`src/design/mad_pkg.sv`:
```
// shared types and constants for the arithmetic datapath
package mad_pkg;

  typedef enum logic [4:0] {
    OP_NOP, OP_ADD, OP_ADD_CY, OP_SUB_BW, OP_INC, OP_DEC, OP_AND, OP_OR, OP_XOR,
    OP_CLR, OP_CPL, OP_RL, OP_RLC, OP_RR, OP_RRC, OP_SWAP, OP_INCDP,
    OP_MUL, OP_DIV, OP_BCD
  } mad_op_t;

  typedef enum logic [1:0] {DST_ACC, DST_EXT, DST_AB, DST_DP} mad_dst_t;

  // opcode families by high nibble
  localparam logic [3:0] HI_INC = 4'h0;
  localparam logic [3:0] HI_DEC = 4'h1;
  localparam logic [3:0] HI_ADD = 4'h2;
  localparam logic [3:0] HI_ADD_CY = 4'h3;
  localparam logic [3:0] HI_OR = 4'h4;
  localparam logic [3:0] HI_AND = 4'h5;
  localparam logic [3:0] HI_XOR = 4'h6;
  localparam logic [3:0] HI_SUB_BW = 4'h9;

  // addressing forms by low nibble
  localparam logic [3:0] LO_ACC = 4'h4;
  localparam logic [3:0] LO_DIR = 4'h5;
  localparam logic [3:0] LO_IND0 = 4'h6;
  localparam logic [3:0] LO_IND1 = 4'h7;
  localparam int REG_BIT = 3;

  // single opcodes
  localparam logic [7:0] OPC_CLR = 8'he4;
  localparam logic [7:0] OPC_CPL = 8'hf4;
  localparam logic [7:0] OPC_RL = 8'h23;
  localparam logic [7:0] OPC_RLC = 8'h33;
  localparam logic [7:0] OPC_RR = 8'h03;
  localparam logic [7:0] OPC_RRC = 8'h13;
  localparam logic [7:0] OPC_SWAP = 8'hc4;
  localparam logic [7:0] OPC_INCDP = 8'ha3;
  localparam logic [7:0] OPC_MUL = 8'ha4;
  localparam logic [7:0] OPC_DIV = 8'h84;
  localparam logic [7:0] OPC_BCD = 8'hd4;

  // cycle counts and lengths
  localparam logic [2:0] CYC_ONE = 3'h1;
  localparam logic [2:0] CYC_TWO = 3'h2;
  localparam logic [2:0] CYC_THREE = 3'h3;
  localparam logic [2:0] CYC_MULDIV = 3'h5;
  localparam logic [2:0] CYC_ZERO = 3'h0;
  localparam logic [1:0] LEN_ONE = 2'h1;
  localparam logic [1:0] LEN_TWO = 2'h2;

  // flag positions in the program flags register
  localparam int FLG_CY = 7;
  localparam int FLG_AC = 6;
  localparam int FLG_OV = 2;
  localparam int FLG_P = 0;

  localparam logic [1:0] SEL_ACC = 2'h0;
  localparam logic [1:0] SEL_B = 2'h1;
  localparam logic [1:0] SEL_FLG = 2'h2;

  localparam logic [3:0] NIB_MAX = 4'h9;
  localparam logic [8:0] BCD_LO = 9'h006;
  localparam logic [8:0] BCD_HI = 9'h060;
  localparam logic [7:0] BYTE_ONE = 8'h01;
  localparam logic [7:0] BYTE_RST = 8'h00;
  localparam logic [15:0] DP_ONE = 16'h0001;
  localparam logic [15:0] DP_RST = 16'h0000;

endpackage

```
`src/design/mad_if.sv`:
```
// decode and multiply/divide carriers inside the datapath
`timescale 1ns/1ps
interface mad_dec_if;
  logic [7:0] opcode;
  mad_pkg::mad_op_t op;
  mad_pkg::mad_dst_t dst;
  logic [2:0] cycles;
  logic [1:0] bytes;
  logic legal;
  modport ctl (output opcode, input op, dst, cycles, bytes, legal);
  modport dec (input opcode, output op, dst, cycles, bytes, legal);
endinterface

interface mad_md_if;
  logic start;
  logic sel_div;
  logic [7:0] a;
  logic [7:0] b;
  logic [7:0] lo;
  logic [7:0] hi;
  logic ov;
  modport ctl (output start, sel_div, a, b, input lo, hi, ov);
  modport unit (input start, sel_div, a, b, output lo, hi, ov);
endinterface

```
`src/design/mad_datapath.sv`:
```
// arithmetic logic datapath of the one-clock-per-cycle core
`timescale 1ns/1ps
module mad_datapath (
  input wire logic ref_clk,
  input wire logic reset_n,
  input wire logic op_valid,
  input wire logic [7:0] opcode,
  input wire logic [7:0] ext_operand,
  input wire logic sfr_wr,
  input wire logic [1:0] sfr_sel,
  input wire logic [7:0] sfr_wdata,
  output logic op_ready,
  output logic op_done,
  output logic op_illegal,
  output logic [1:0] op_bytes,
  output logic [7:0] acc_out,
  output logic [7:0] b_out,
  output logic [7:0] flags_out,
  output logic [15:0] ptr_out,
  output logic [7:0] result_out,
  output logic result_valid
);

  // --------------------------------------------------------------
  // state
  // --------------------------------------------------------------
  logic [7:0] acc_ff;
  logic [7:0] b_ff;
  logic [7:0] flags_ff;
  logic [15:0] ptr_ff;
  logic [2:0] cnt_ff;
  logic ready_ff;
  logic done_ff;
  logic ill_ff;
  logic [1:0] bytes_ff;
  logic [7:0] res_ff;
  logic res_vld_ff;
  logic [7:0] pend_res_ff;
  logic [7:0] pend_flags_ff;
  mad_pkg::mad_dst_t pend_dst_ff;

  logic [7:0] nxt_acc;
  logic [7:0] nxt_b;
  logic [7:0] nxt_flags;
  logic [15:0] nxt_ptr;
  logic [2:0] nxt_cnt;

  logic accept;
  logic commit_now;
  logic commit_late;
  logic c_go;
  logic [7:0] c_res;
  logic [7:0] c_flags;
  mad_pkg::mad_dst_t c_dst;
  logic sfr_take;

  logic [7:0] alu_res;
  logic [7:0] alu_flags;
  logic [7:0] step_src;
  logic [8:0] wide;
  logic [4:0] nib;
  logic cin;

  mad_dec_if dec_bus ();
  mad_md_if md_bus ();

  // --------------------------------------------------------------
  // decode and multiply/divide
  // --------------------------------------------------------------
  assign dec_bus.opcode = opcode;

  mad_decode u_decode (
    .d(dec_bus)
  );

  assign md_bus.start = accept && (dec_bus.dst == mad_pkg::DST_AB);
  assign md_bus.sel_div = (dec_bus.op == mad_pkg::OP_DIV);
  assign md_bus.a = acc_ff;
  assign md_bus.b = b_ff;

  mad_muldiv u_muldiv (
    .ref_clk(ref_clk),
    .reset_n(reset_n),
    .m(md_bus)
  );

  // --------------------------------------------------------------
  // issue and completion
  // --------------------------------------------------------------
  assign accept = op_valid && ready_ff;
  assign commit_now = accept && (dec_bus.cycles == mad_pkg::CYC_ONE);
  assign commit_late = (cnt_ff == mad_pkg::CYC_ONE);
  assign c_go = commit_now || commit_late;
  assign c_res = commit_now ? alu_res : pend_res_ff;
  assign c_flags = commit_now ? alu_flags : pend_flags_ff;
  assign c_dst = commit_now ? dec_bus.dst : pend_dst_ff;
  // side writes only while idle so pending operands stay intact
  assign sfr_take = sfr_wr && ready_ff && !accept;

  always_comb begin
    nxt_cnt = cnt_ff;
    if (accept) begin
      nxt_cnt = dec_bus.cycles - mad_pkg::CYC_ONE;
    end else if (cnt_ff != mad_pkg::CYC_ZERO) begin
      nxt_cnt = cnt_ff - mad_pkg::CYC_ONE;
    end
  end

  always_ff @(posedge ref_clk or negedge reset_n) begin
    if (!reset_n) begin
      cnt_ff <= mad_pkg::CYC_ZERO;
      ready_ff <= 1'b0;
      done_ff <= 1'b0;
      ill_ff <= 1'b0;
      bytes_ff <= mad_pkg::LEN_ONE;
    end else begin
      cnt_ff <= nxt_cnt;
      // ready rises with the last cycle so the next fetch overlaps
      ready_ff <= (nxt_cnt == mad_pkg::CYC_ZERO);
      done_ff <= c_go;
      ill_ff <= accept && !dec_bus.legal;
      if (accept) begin
        bytes_ff <= dec_bus.bytes;
      end
    end
  end

  always_ff @(posedge ref_clk or negedge reset_n) begin
    if (!reset_n) begin
      pend_res_ff <= mad_pkg::BYTE_RST;
      pend_flags_ff <= mad_pkg::BYTE_RST;
      pend_dst_ff <= mad_pkg::DST_ACC;
    end else if (accept) begin
      pend_res_ff <= alu_res;
      pend_flags_ff <= alu_flags;
      pend_dst_ff <= dec_bus.dst;
    end
  end

  // --------------------------------------------------------------
  // arithmetic and logic
  // --------------------------------------------------------------
  assign step_src = (dec_bus.dst == mad_pkg::DST_ACC) ? acc_ff : ext_operand;
  assign cin = (dec_bus.op == mad_pkg::OP_ADD_CY) && flags_ff[mad_pkg::FLG_CY];

  always_comb begin
    alu_res = acc_ff;
    alu_flags = flags_ff;
    wide = {1'b0, acc_ff};
    nib = {1'b0, acc_ff[3:0]};
    case (dec_bus.op)
      mad_pkg::OP_ADD, mad_pkg::OP_ADD_CY: begin
        wide = {1'b0, acc_ff} + {1'b0, ext_operand} + {8'h00, cin};
        nib = {1'b0, acc_ff[3:0]} + {1'b0, ext_operand[3:0]} + {4'h0, cin};
        alu_res = wide[7:0];
        alu_flags[mad_pkg::FLG_CY] = wide[8];
        alu_flags[mad_pkg::FLG_AC] = nib[4];
        alu_flags[mad_pkg::FLG_OV] = (acc_ff[7] == ext_operand[7]) && (wide[7] != acc_ff[7]);
      end
      mad_pkg::OP_SUB_BW: begin
        wide = {1'b0, acc_ff} - {1'b0, ext_operand} - {8'h00, flags_ff[mad_pkg::FLG_CY]};
        nib = {1'b0, acc_ff[3:0]} - {1'b0, ext_operand[3:0]}
              - {4'h0, flags_ff[mad_pkg::FLG_CY]};
        alu_res = wide[7:0];
        alu_flags[mad_pkg::FLG_CY] = wide[8];
        alu_flags[mad_pkg::FLG_AC] = nib[4];
        alu_flags[mad_pkg::FLG_OV] = (acc_ff[7] != ext_operand[7]) && (wide[7] != acc_ff[7]);
      end
      mad_pkg::OP_INC: alu_res = step_src + mad_pkg::BYTE_ONE;
      mad_pkg::OP_DEC: alu_res = step_src - mad_pkg::BYTE_ONE;
      mad_pkg::OP_AND: alu_res = acc_ff & ext_operand;
      mad_pkg::OP_OR: alu_res = acc_ff | ext_operand;
      mad_pkg::OP_XOR: alu_res = acc_ff ^ ext_operand;
      mad_pkg::OP_CPL: alu_res = ~acc_ff;
      mad_pkg::OP_CLR: alu_res = mad_pkg::BYTE_RST;
      mad_pkg::OP_RL: alu_res = {acc_ff[6:0], acc_ff[7]};
      mad_pkg::OP_RR: alu_res = {acc_ff[0], acc_ff[7:1]};
      mad_pkg::OP_RLC: begin
        alu_res = {acc_ff[6:0], flags_ff[mad_pkg::FLG_CY]};
        alu_flags[mad_pkg::FLG_CY] = acc_ff[7];
      end
      mad_pkg::OP_RRC: begin
        alu_res = {flags_ff[mad_pkg::FLG_CY], acc_ff[7:1]};
        alu_flags[mad_pkg::FLG_CY] = acc_ff[0];
      end
      mad_pkg::OP_SWAP: alu_res = {acc_ff[3:0], acc_ff[7:4]};
      mad_pkg::OP_BCD: begin
        if (acc_ff[3:0] > mad_pkg::NIB_MAX || flags_ff[mad_pkg::FLG_AC]) begin
          wide = wide + mad_pkg::BCD_LO;
        end
        if (wide[7:4] > mad_pkg::NIB_MAX || wide[8] || flags_ff[mad_pkg::FLG_CY]) begin
          wide = wide + mad_pkg::BCD_HI;
        end
        alu_res = wide[7:0];
        // carry is only ever set here, never cleared
        alu_flags[mad_pkg::FLG_CY] = flags_ff[mad_pkg::FLG_CY] | wide[8];
      end
      default: alu_res = acc_ff;
    endcase
  end

  // --------------------------------------------------------------
  // write-back
  // --------------------------------------------------------------
  always_comb begin
    nxt_acc = acc_ff;
    nxt_b = b_ff;
    nxt_flags = flags_ff;
    nxt_ptr = ptr_ff;
    if (c_go) begin
      case (c_dst)
        mad_pkg::DST_ACC: begin
          nxt_acc = c_res;
          nxt_flags = c_flags;
        end
        mad_pkg::DST_EXT: nxt_flags = c_flags;
        mad_pkg::DST_AB: begin
          nxt_acc = md_bus.lo;
          nxt_b = md_bus.hi;
          nxt_flags[mad_pkg::FLG_CY] = 1'b0;
          nxt_flags[mad_pkg::FLG_OV] = md_bus.ov;
        end
        mad_pkg::DST_DP: nxt_ptr = ptr_ff + mad_pkg::DP_ONE;
        default: nxt_acc = acc_ff;
      endcase
    end else if (sfr_take) begin
      case (sfr_sel)
        mad_pkg::SEL_ACC: nxt_acc = sfr_wdata;
        mad_pkg::SEL_B: nxt_b = sfr_wdata;
        mad_pkg::SEL_FLG: nxt_flags = sfr_wdata;
        default: nxt_acc = acc_ff;
      endcase
    end
    nxt_flags[mad_pkg::FLG_P] = ^nxt_acc;
  end

  always_ff @(posedge ref_clk or negedge reset_n) begin
    if (!reset_n) begin
      acc_ff <= mad_pkg::BYTE_RST;
      b_ff <= mad_pkg::BYTE_RST;
    end else begin
      acc_ff <= nxt_acc;
      b_ff <= nxt_b;
    end
  end

  always_ff @(posedge ref_clk or negedge reset_n) begin
    if (!reset_n) begin
      flags_ff <= mad_pkg::BYTE_RST;
    end else begin
      flags_ff <= nxt_flags;
    end
  end

  always_ff @(posedge ref_clk or negedge reset_n) begin
    if (!reset_n) begin
      ptr_ff <= mad_pkg::DP_RST;
    end else begin
      ptr_ff <= nxt_ptr;
    end
  end

  always_ff @(posedge ref_clk or negedge reset_n) begin
    if (!reset_n) begin
      res_ff <= mad_pkg::BYTE_RST;
      res_vld_ff <= 1'b0;
    end else begin
      res_vld_ff <= c_go && (c_dst == mad_pkg::DST_EXT);
      if (c_go && (c_dst == mad_pkg::DST_EXT)) begin
        res_ff <= c_res;
      end
    end
  end

  assign op_ready = ready_ff;
  assign op_done = done_ff;
  assign op_illegal = ill_ff;
  assign op_bytes = bytes_ff;
  assign acc_out = acc_ff;
  assign b_out = b_ff;
  assign flags_out = flags_ff;
  assign ptr_out = ptr_ff;
  assign result_out = res_ff;
  assign result_valid = res_vld_ff;
endmodule

```
`src/design/mad_decode.sv`:
```
// opcode decoder: operation, destination, length and cycle count
`timescale 1ns/1ps
module mad_decode (
  mad_dec_if.dec d
);
  logic [3:0] hi;
  logic [3:0] lo;
  logic step;

  assign hi = d.opcode[7:4];
  assign lo = d.opcode[3:0];
  assign step = (hi == mad_pkg::HI_INC) || (hi == mad_pkg::HI_DEC);

  always_comb begin
    d.op = mad_pkg::OP_NOP;
    d.dst = mad_pkg::DST_ACC;
    d.cycles = mad_pkg::CYC_ONE;
    d.bytes = mad_pkg::LEN_ONE;
    d.legal = 1'b1;
    case (d.opcode)
      mad_pkg::OPC_CLR: d.op = mad_pkg::OP_CLR;
      mad_pkg::OPC_CPL: d.op = mad_pkg::OP_CPL;
      mad_pkg::OPC_RL: d.op = mad_pkg::OP_RL;
      mad_pkg::OPC_RLC: d.op = mad_pkg::OP_RLC;
      mad_pkg::OPC_RR: d.op = mad_pkg::OP_RR;
      mad_pkg::OPC_RRC: d.op = mad_pkg::OP_RRC;
      mad_pkg::OPC_SWAP: d.op = mad_pkg::OP_SWAP;
      mad_pkg::OPC_BCD: d.op = mad_pkg::OP_BCD;
      mad_pkg::OPC_INCDP: begin
        d.op = mad_pkg::OP_INCDP;
        d.dst = mad_pkg::DST_DP;
      end
      mad_pkg::OPC_MUL, mad_pkg::OPC_DIV: begin
        d.op = (d.opcode == mad_pkg::OPC_MUL) ? mad_pkg::OP_MUL : mad_pkg::OP_DIV;
        d.dst = mad_pkg::DST_AB;
        d.cycles = mad_pkg::CYC_MULDIV;
      end
      default: begin
        case (hi)
          mad_pkg::HI_ADD: d.op = mad_pkg::OP_ADD;
          mad_pkg::HI_ADD_CY: d.op = mad_pkg::OP_ADD_CY;
          mad_pkg::HI_SUB_BW: d.op = mad_pkg::OP_SUB_BW;
          mad_pkg::HI_INC: d.op = mad_pkg::OP_INC;
          mad_pkg::HI_DEC: d.op = mad_pkg::OP_DEC;
          mad_pkg::HI_AND: d.op = mad_pkg::OP_AND;
          mad_pkg::HI_OR: d.op = mad_pkg::OP_OR;
          mad_pkg::HI_XOR: d.op = mad_pkg::OP_XOR;
          default: d.legal = 1'b0;
        endcase
        // step forms write back outside unless they target the accumulator
        if (lo[mad_pkg::REG_BIT]) begin
          d.cycles = step ? mad_pkg::CYC_TWO : mad_pkg::CYC_ONE;
          d.dst = step ? mad_pkg::DST_EXT : mad_pkg::DST_ACC;
        end else if (lo == mad_pkg::LO_DIR) begin
          d.bytes = mad_pkg::LEN_TWO;
          d.cycles = step ? mad_pkg::CYC_THREE : mad_pkg::CYC_TWO;
          d.dst = step ? mad_pkg::DST_EXT : mad_pkg::DST_ACC;
        end else if (lo == mad_pkg::LO_IND0 || lo == mad_pkg::LO_IND1) begin
          d.cycles = step ? mad_pkg::CYC_THREE : mad_pkg::CYC_TWO;
          d.dst = step ? mad_pkg::DST_EXT : mad_pkg::DST_ACC;
        end else if (lo == mad_pkg::LO_ACC) begin
          d.bytes = step ? mad_pkg::LEN_ONE : mad_pkg::LEN_TWO;
          d.cycles = step ? mad_pkg::CYC_ONE : mad_pkg::CYC_TWO;
        end else begin
          d.legal = 1'b0;
        end
        if (!d.legal) begin
          d.op = mad_pkg::OP_NOP;
          d.dst = mad_pkg::DST_ACC;
          d.cycles = mad_pkg::CYC_ONE;
          d.bytes = mad_pkg::LEN_ONE;
        end
      end
    endcase
  end
endmodule

```
`src/design/mad_muldiv.sv`:
```
// 8x8 product and 8/8 quotient, latched when started
`timescale 1ns/1ps
module mad_muldiv (
  input wire logic ref_clk,
  input wire logic reset_n,
  mad_md_if.unit m
);
  logic [15:0] prod;

  assign prod = m.a * m.b;

  always_ff @(posedge ref_clk or negedge reset_n) begin
    if (!reset_n) begin
      m.lo <= mad_pkg::BYTE_RST;
      m.hi <= mad_pkg::BYTE_RST;
      m.ov <= 1'b0;
    end else if (m.start) begin
      if (!m.sel_div) begin
        m.lo <= prod[7:0];
        m.hi <= prod[15:8];
        m.ov <= (prod[15:8] != mad_pkg::BYTE_RST);
      end else if (m.b == mad_pkg::BYTE_RST) begin
        // divide by zero leaves both operands unchanged
        m.lo <= m.a;
        m.hi <= m.b;
        m.ov <= 1'b1;
      end else begin
        m.lo <= m.a / m.b;
        m.hi <= m.a % m.b;
        m.ov <= 1'b0;
      end
    end
  end
endmodule

```
`config.mk`:
```
export PLATFORM = sky130hd
export DESIGN_NAME = mad_datapath
export DESIGN_NICKNAME = d
export VERILOG_FILES = /design/src/design/mad_pkg.sv /design/src/design/mad_if.sv /design/src/design/mad_datapath.sv /design/src/design/mad_decode.sv /design/src/design/mad_muldiv.sv
export SDC_FILE = /design/constraint.sdc
export NUM_CORES = 1
export LEC_CHECK = 0
export BUFFER_PORTS_ARGS = -buffer_cell sky130_fd_sc_hd__buf_2
export CAP_MARGIN = 20
export CORE_ASPECT_RATIO = 1.75
export CORE_MARGIN = 10
export CORE_UTILIZATION = 40
export DETAILED_ROUTE_END_ITERATION = 16
export GPL_TIMING_DRIVEN = 0
export HOLD_SLACK_MARGIN = 0.02
export MAX_ROUTING_LAYER = met4
export PLACE_DENSITY_LB_ADDON = 0.3
export SETUP_SLACK_MARGIN = 0.3
export SYNTH_ARGS = -nofsm -noshare
export SYNTH_HDL_FRONTEND = slang
export SYNTH_HIERARCHICAL = 1
export SYNTH_SLANG_ARGS = --single-unit
```
`constraint.sdc`:
```
create_clock -name ref_clk -period 15.94 [get_ports ref_clk]
set_clock_uncertainty 0.05 [all_clocks]
set_input_delay 0.797 -clock ref_clk [delete_from_list [all_inputs] [get_ports ref_clk]]
set_output_delay 0.797 -clock ref_clk [all_outputs]
set_load 0.02 [all_outputs]
```
==> impl_metrics.json <==
{
  "ys_ff_latch": 91,
  "clkLatencyLatePin_ns": 0.35,
  "synth.yosys.seq_area_share_pct": 19.06,
  "antenna_left": 0,
  "worstPathRequired_ns": 16.12,
  "synth_largest_area_cell": "dfrtp_1",
  "setup_viol": 0,
  "dieWidth_um": 150.7,
  "synth.net_count": 1683,
  "grt_usage_pct": 24.28,
  "synth_cell_type_count": 107,
  "critPathSlowestCell": "dfrtp_1",
  "synth_top_family_by_area": "simple AND/OR/NAND/NOR gates",
  "start_util_pct": 40.68,
  "mostFrequentLayoutCells": "151 x nand2_1, 134 x nor2_1, 121 x inv_1, 118 x ha_1, 106 x buf_2",
  "dr.pass1.iters": 6,
  "num_vias": 11940,
  "max_freq_mhz": 76.98,
  "critPathMaxStageDelay_ns": 0.79,
  "post-cts-setup-buffer-count": 0,
  "via_per_inst": 6.043,
  "fin_crit_sh_pct": 81.50,
  "cts_tree": "built",
  "synth.top_cell.area_share_pct": 18.84,
  "critPathMaxFanout": 14,
  "ys.flop_type": "dfrtp_1",
  "drt_iter0_markers": 834,
  "hold_viol": 0,
  "slew_headroom_pct": 24.65,
  "die-area_um2": 37480,
  "drive_above_1_share_pct": 13.25,
  "grt_pass1_vias": 12000,
  "dpl.hpwl_um": 36410,
  "period_needed_ns": 12.99,
  "path_class": "reg2reg",
  "syn_area_per_cell_um2": 8.008,
  "yosys.area_share.simple_pct": 23.62,
  "nNetsFinal": 1777,
  "hold-worst-slack_ns": 0.3622,
  "die_h_um": 248.7,
  "grt_max_degree": 55,
  "io_pins": 84,
  "wl_per_cell_um": 22.76,
  "cts_resized": 0,
  "htree_levels": 3,
  "synth_mux_area_share_pct": 2.962,
  "synthAdderAreaFrac_pct": 19.47,
  "grt-ovfl-total": 0,
  "area_delta_synth_final_pct": 10.44,
  "placed_area_um2": 12870,
  "clock_path_buffers": 2,
  "synth_edf_count": 0,
  "final_common_cell": "nand2_1",
  "ys_warn_count": 6,
  "max_cap_violations": 0,
  "post-place-cells": 1958,
  "final_cells": 1976,
  "drc": 0,
  "crit_path_start_kind": "flop",
  "path_clk_slew_ns": 0.07,
  "crit_family": "compound AO/OA/AOI/OAI gates",
  "hp-class": "in2async",
  "finalInstanceArea_um2": 13200,
  "rows": 83,
  "place_congestion": 0.9855,
  "cp-end-kind": "flop",
  "async_flop_share_pct": 100.0,
  "cts.sink_count": 91,
  "grt_setup_unrepaired": "false",
  "synthTopCellsByArea": "dfrtp_1 19%, ha_1 12%, fa_1 7.0%",
  "tightestPinTransition_ns": 1.122,
  "timing.final.max_slew_violations": 0,
  "setup-tns-final_ns": 0,
  "grt_pass1_wl_um": 69290,
  "worst_ep_arrival_time_ns": 13.17,
  "synth_xor_area_share_pct": 4.574,
  "crit_buf_inv": 6,
  "synth_compound_area_share_pct": 23.01,
  "syn_inst": 1493,
  "cts_buffers": 9,
  "wl_um": 44970,
  "port-buffer-count": 81,
  "antenna_found_initial": 2,
  "clock_tree.root_cell": "clkbuf_16",
  "synth_area_um2": 11960,
  "cts_hold_buf": 0,
  "status": "completed",
  "core_um2": 29390
}
final cells by class:
class | instances | area, µm²
tap | 382 | 478.0
timing repair buffer | 83 | 440.4
clock buffer | 10 | 229.0
inverter | 124 | 465.4
sequential | 91 | 2278
clock inverter | 6 | 96.34
antenna | 2 | 5.005
multi-input combinational | 1196 | 8803
fill | 2978 | 16190
buffer | 82 | 407.9
metal layers:
layer	global-route usage, %	up-vias	part of all wire, %
li1	-	5542	-
met1	23.88	5721	35
met2	43.50	506	53
met3	2.416	172	4.2
met4	16.46	0	8.3
met5	-	-	0
cells in the mapped netlist (18+ instances only):
| cell type | number |
|---|---|
| a21oi_1 | 77 |
| a31oi_1 | 29 |
| and2_1 | 18 |
| buf_2 | 25 |
| clkbuf_1 | 42 |
| dfrtp_1 | 90 |
| fa_1 | 42 |
| ha_1 | 118 |
| inv_1 | 121 |
| mux2_2 | 19 |
| nand2_1 | 151 |
| nand2b_1 | 19 |
| nand3_1 | 43 |
| nor2_1 | 134 |
| nor2b_1 | 20 |
| nor3_1 | 37 |
| o211ai_1 | 23 |
| o21a_1 | 22 |
| o21ai_0 | 71 |
| xnor2_1 | 41 |
state kept, by name, summed over array words and instances (netlist names):
name,flops
op_bytes,2
acc_out,8
cnt_ff,3
pend_flags_ff,7
op_done,1
u_muldiv/m.lo,8
ptr_out,16
result_valid,1
u_muldiv/m.hi,8
result_out,8
op_illegal,1
op_ready,1
u_muldiv/m.ov,1
b_out,8
pend_dst_ff,2
pend_res_ff,8
flags_out,8
metrics by stage:
step,setup WS [ns],util (%)
global placement,3.284,43.68
CTS,3.100,44.91
finish,2.950,44.93
detailed placement,3.182,43.80
global route,2.111,44.93
floorplan,5.245,-
kinds of logic after synthesis:
family | Yosys count
buffers and inverters | 206
muxes | 33
xor gates and xnor gates | 60
adders and majority gates | 161
AOI/OAI and AO/OA | 391
DFF | 91
and+or+nand+nor | 551
path summary, 6_finish.rpt:
kind	cells past startpoint	endpoint	startpoint	slack [ns]
worst max-delay path	51	u_muldiv/m.hi[7]	b_out[0]	2.95
worst min-delay path	1	ptr_out[15]	reset_n	0.36
worst max register to register	51	u_muldiv/m.hi[7]	b_out[0]	2.95
worst min register to register	1	ptr_out[15]	ptr_out[15]	0.43
max in group asynchronous	2	u_muldiv/m.lo[1]	reset_n	14.82
min in group ref_clk	1	ptr_out[15]	ptr_out[15]	0.43
worst register-to-register path: cells and delay by family (launching register included):
kind                     cells  cell delay [ns]
flip-flops                   1             0.79
adder cells (fa/ha/maj)      8             2.71
AND/OR/NAND/NOR             11             1.88
AO/OA/AOI/OAI               26             6.25
buffers and inverters        6             1.21
Power is not shown: default switching activity piles up to over one toggle a cycle in this logic, so the estimate is an artifact.
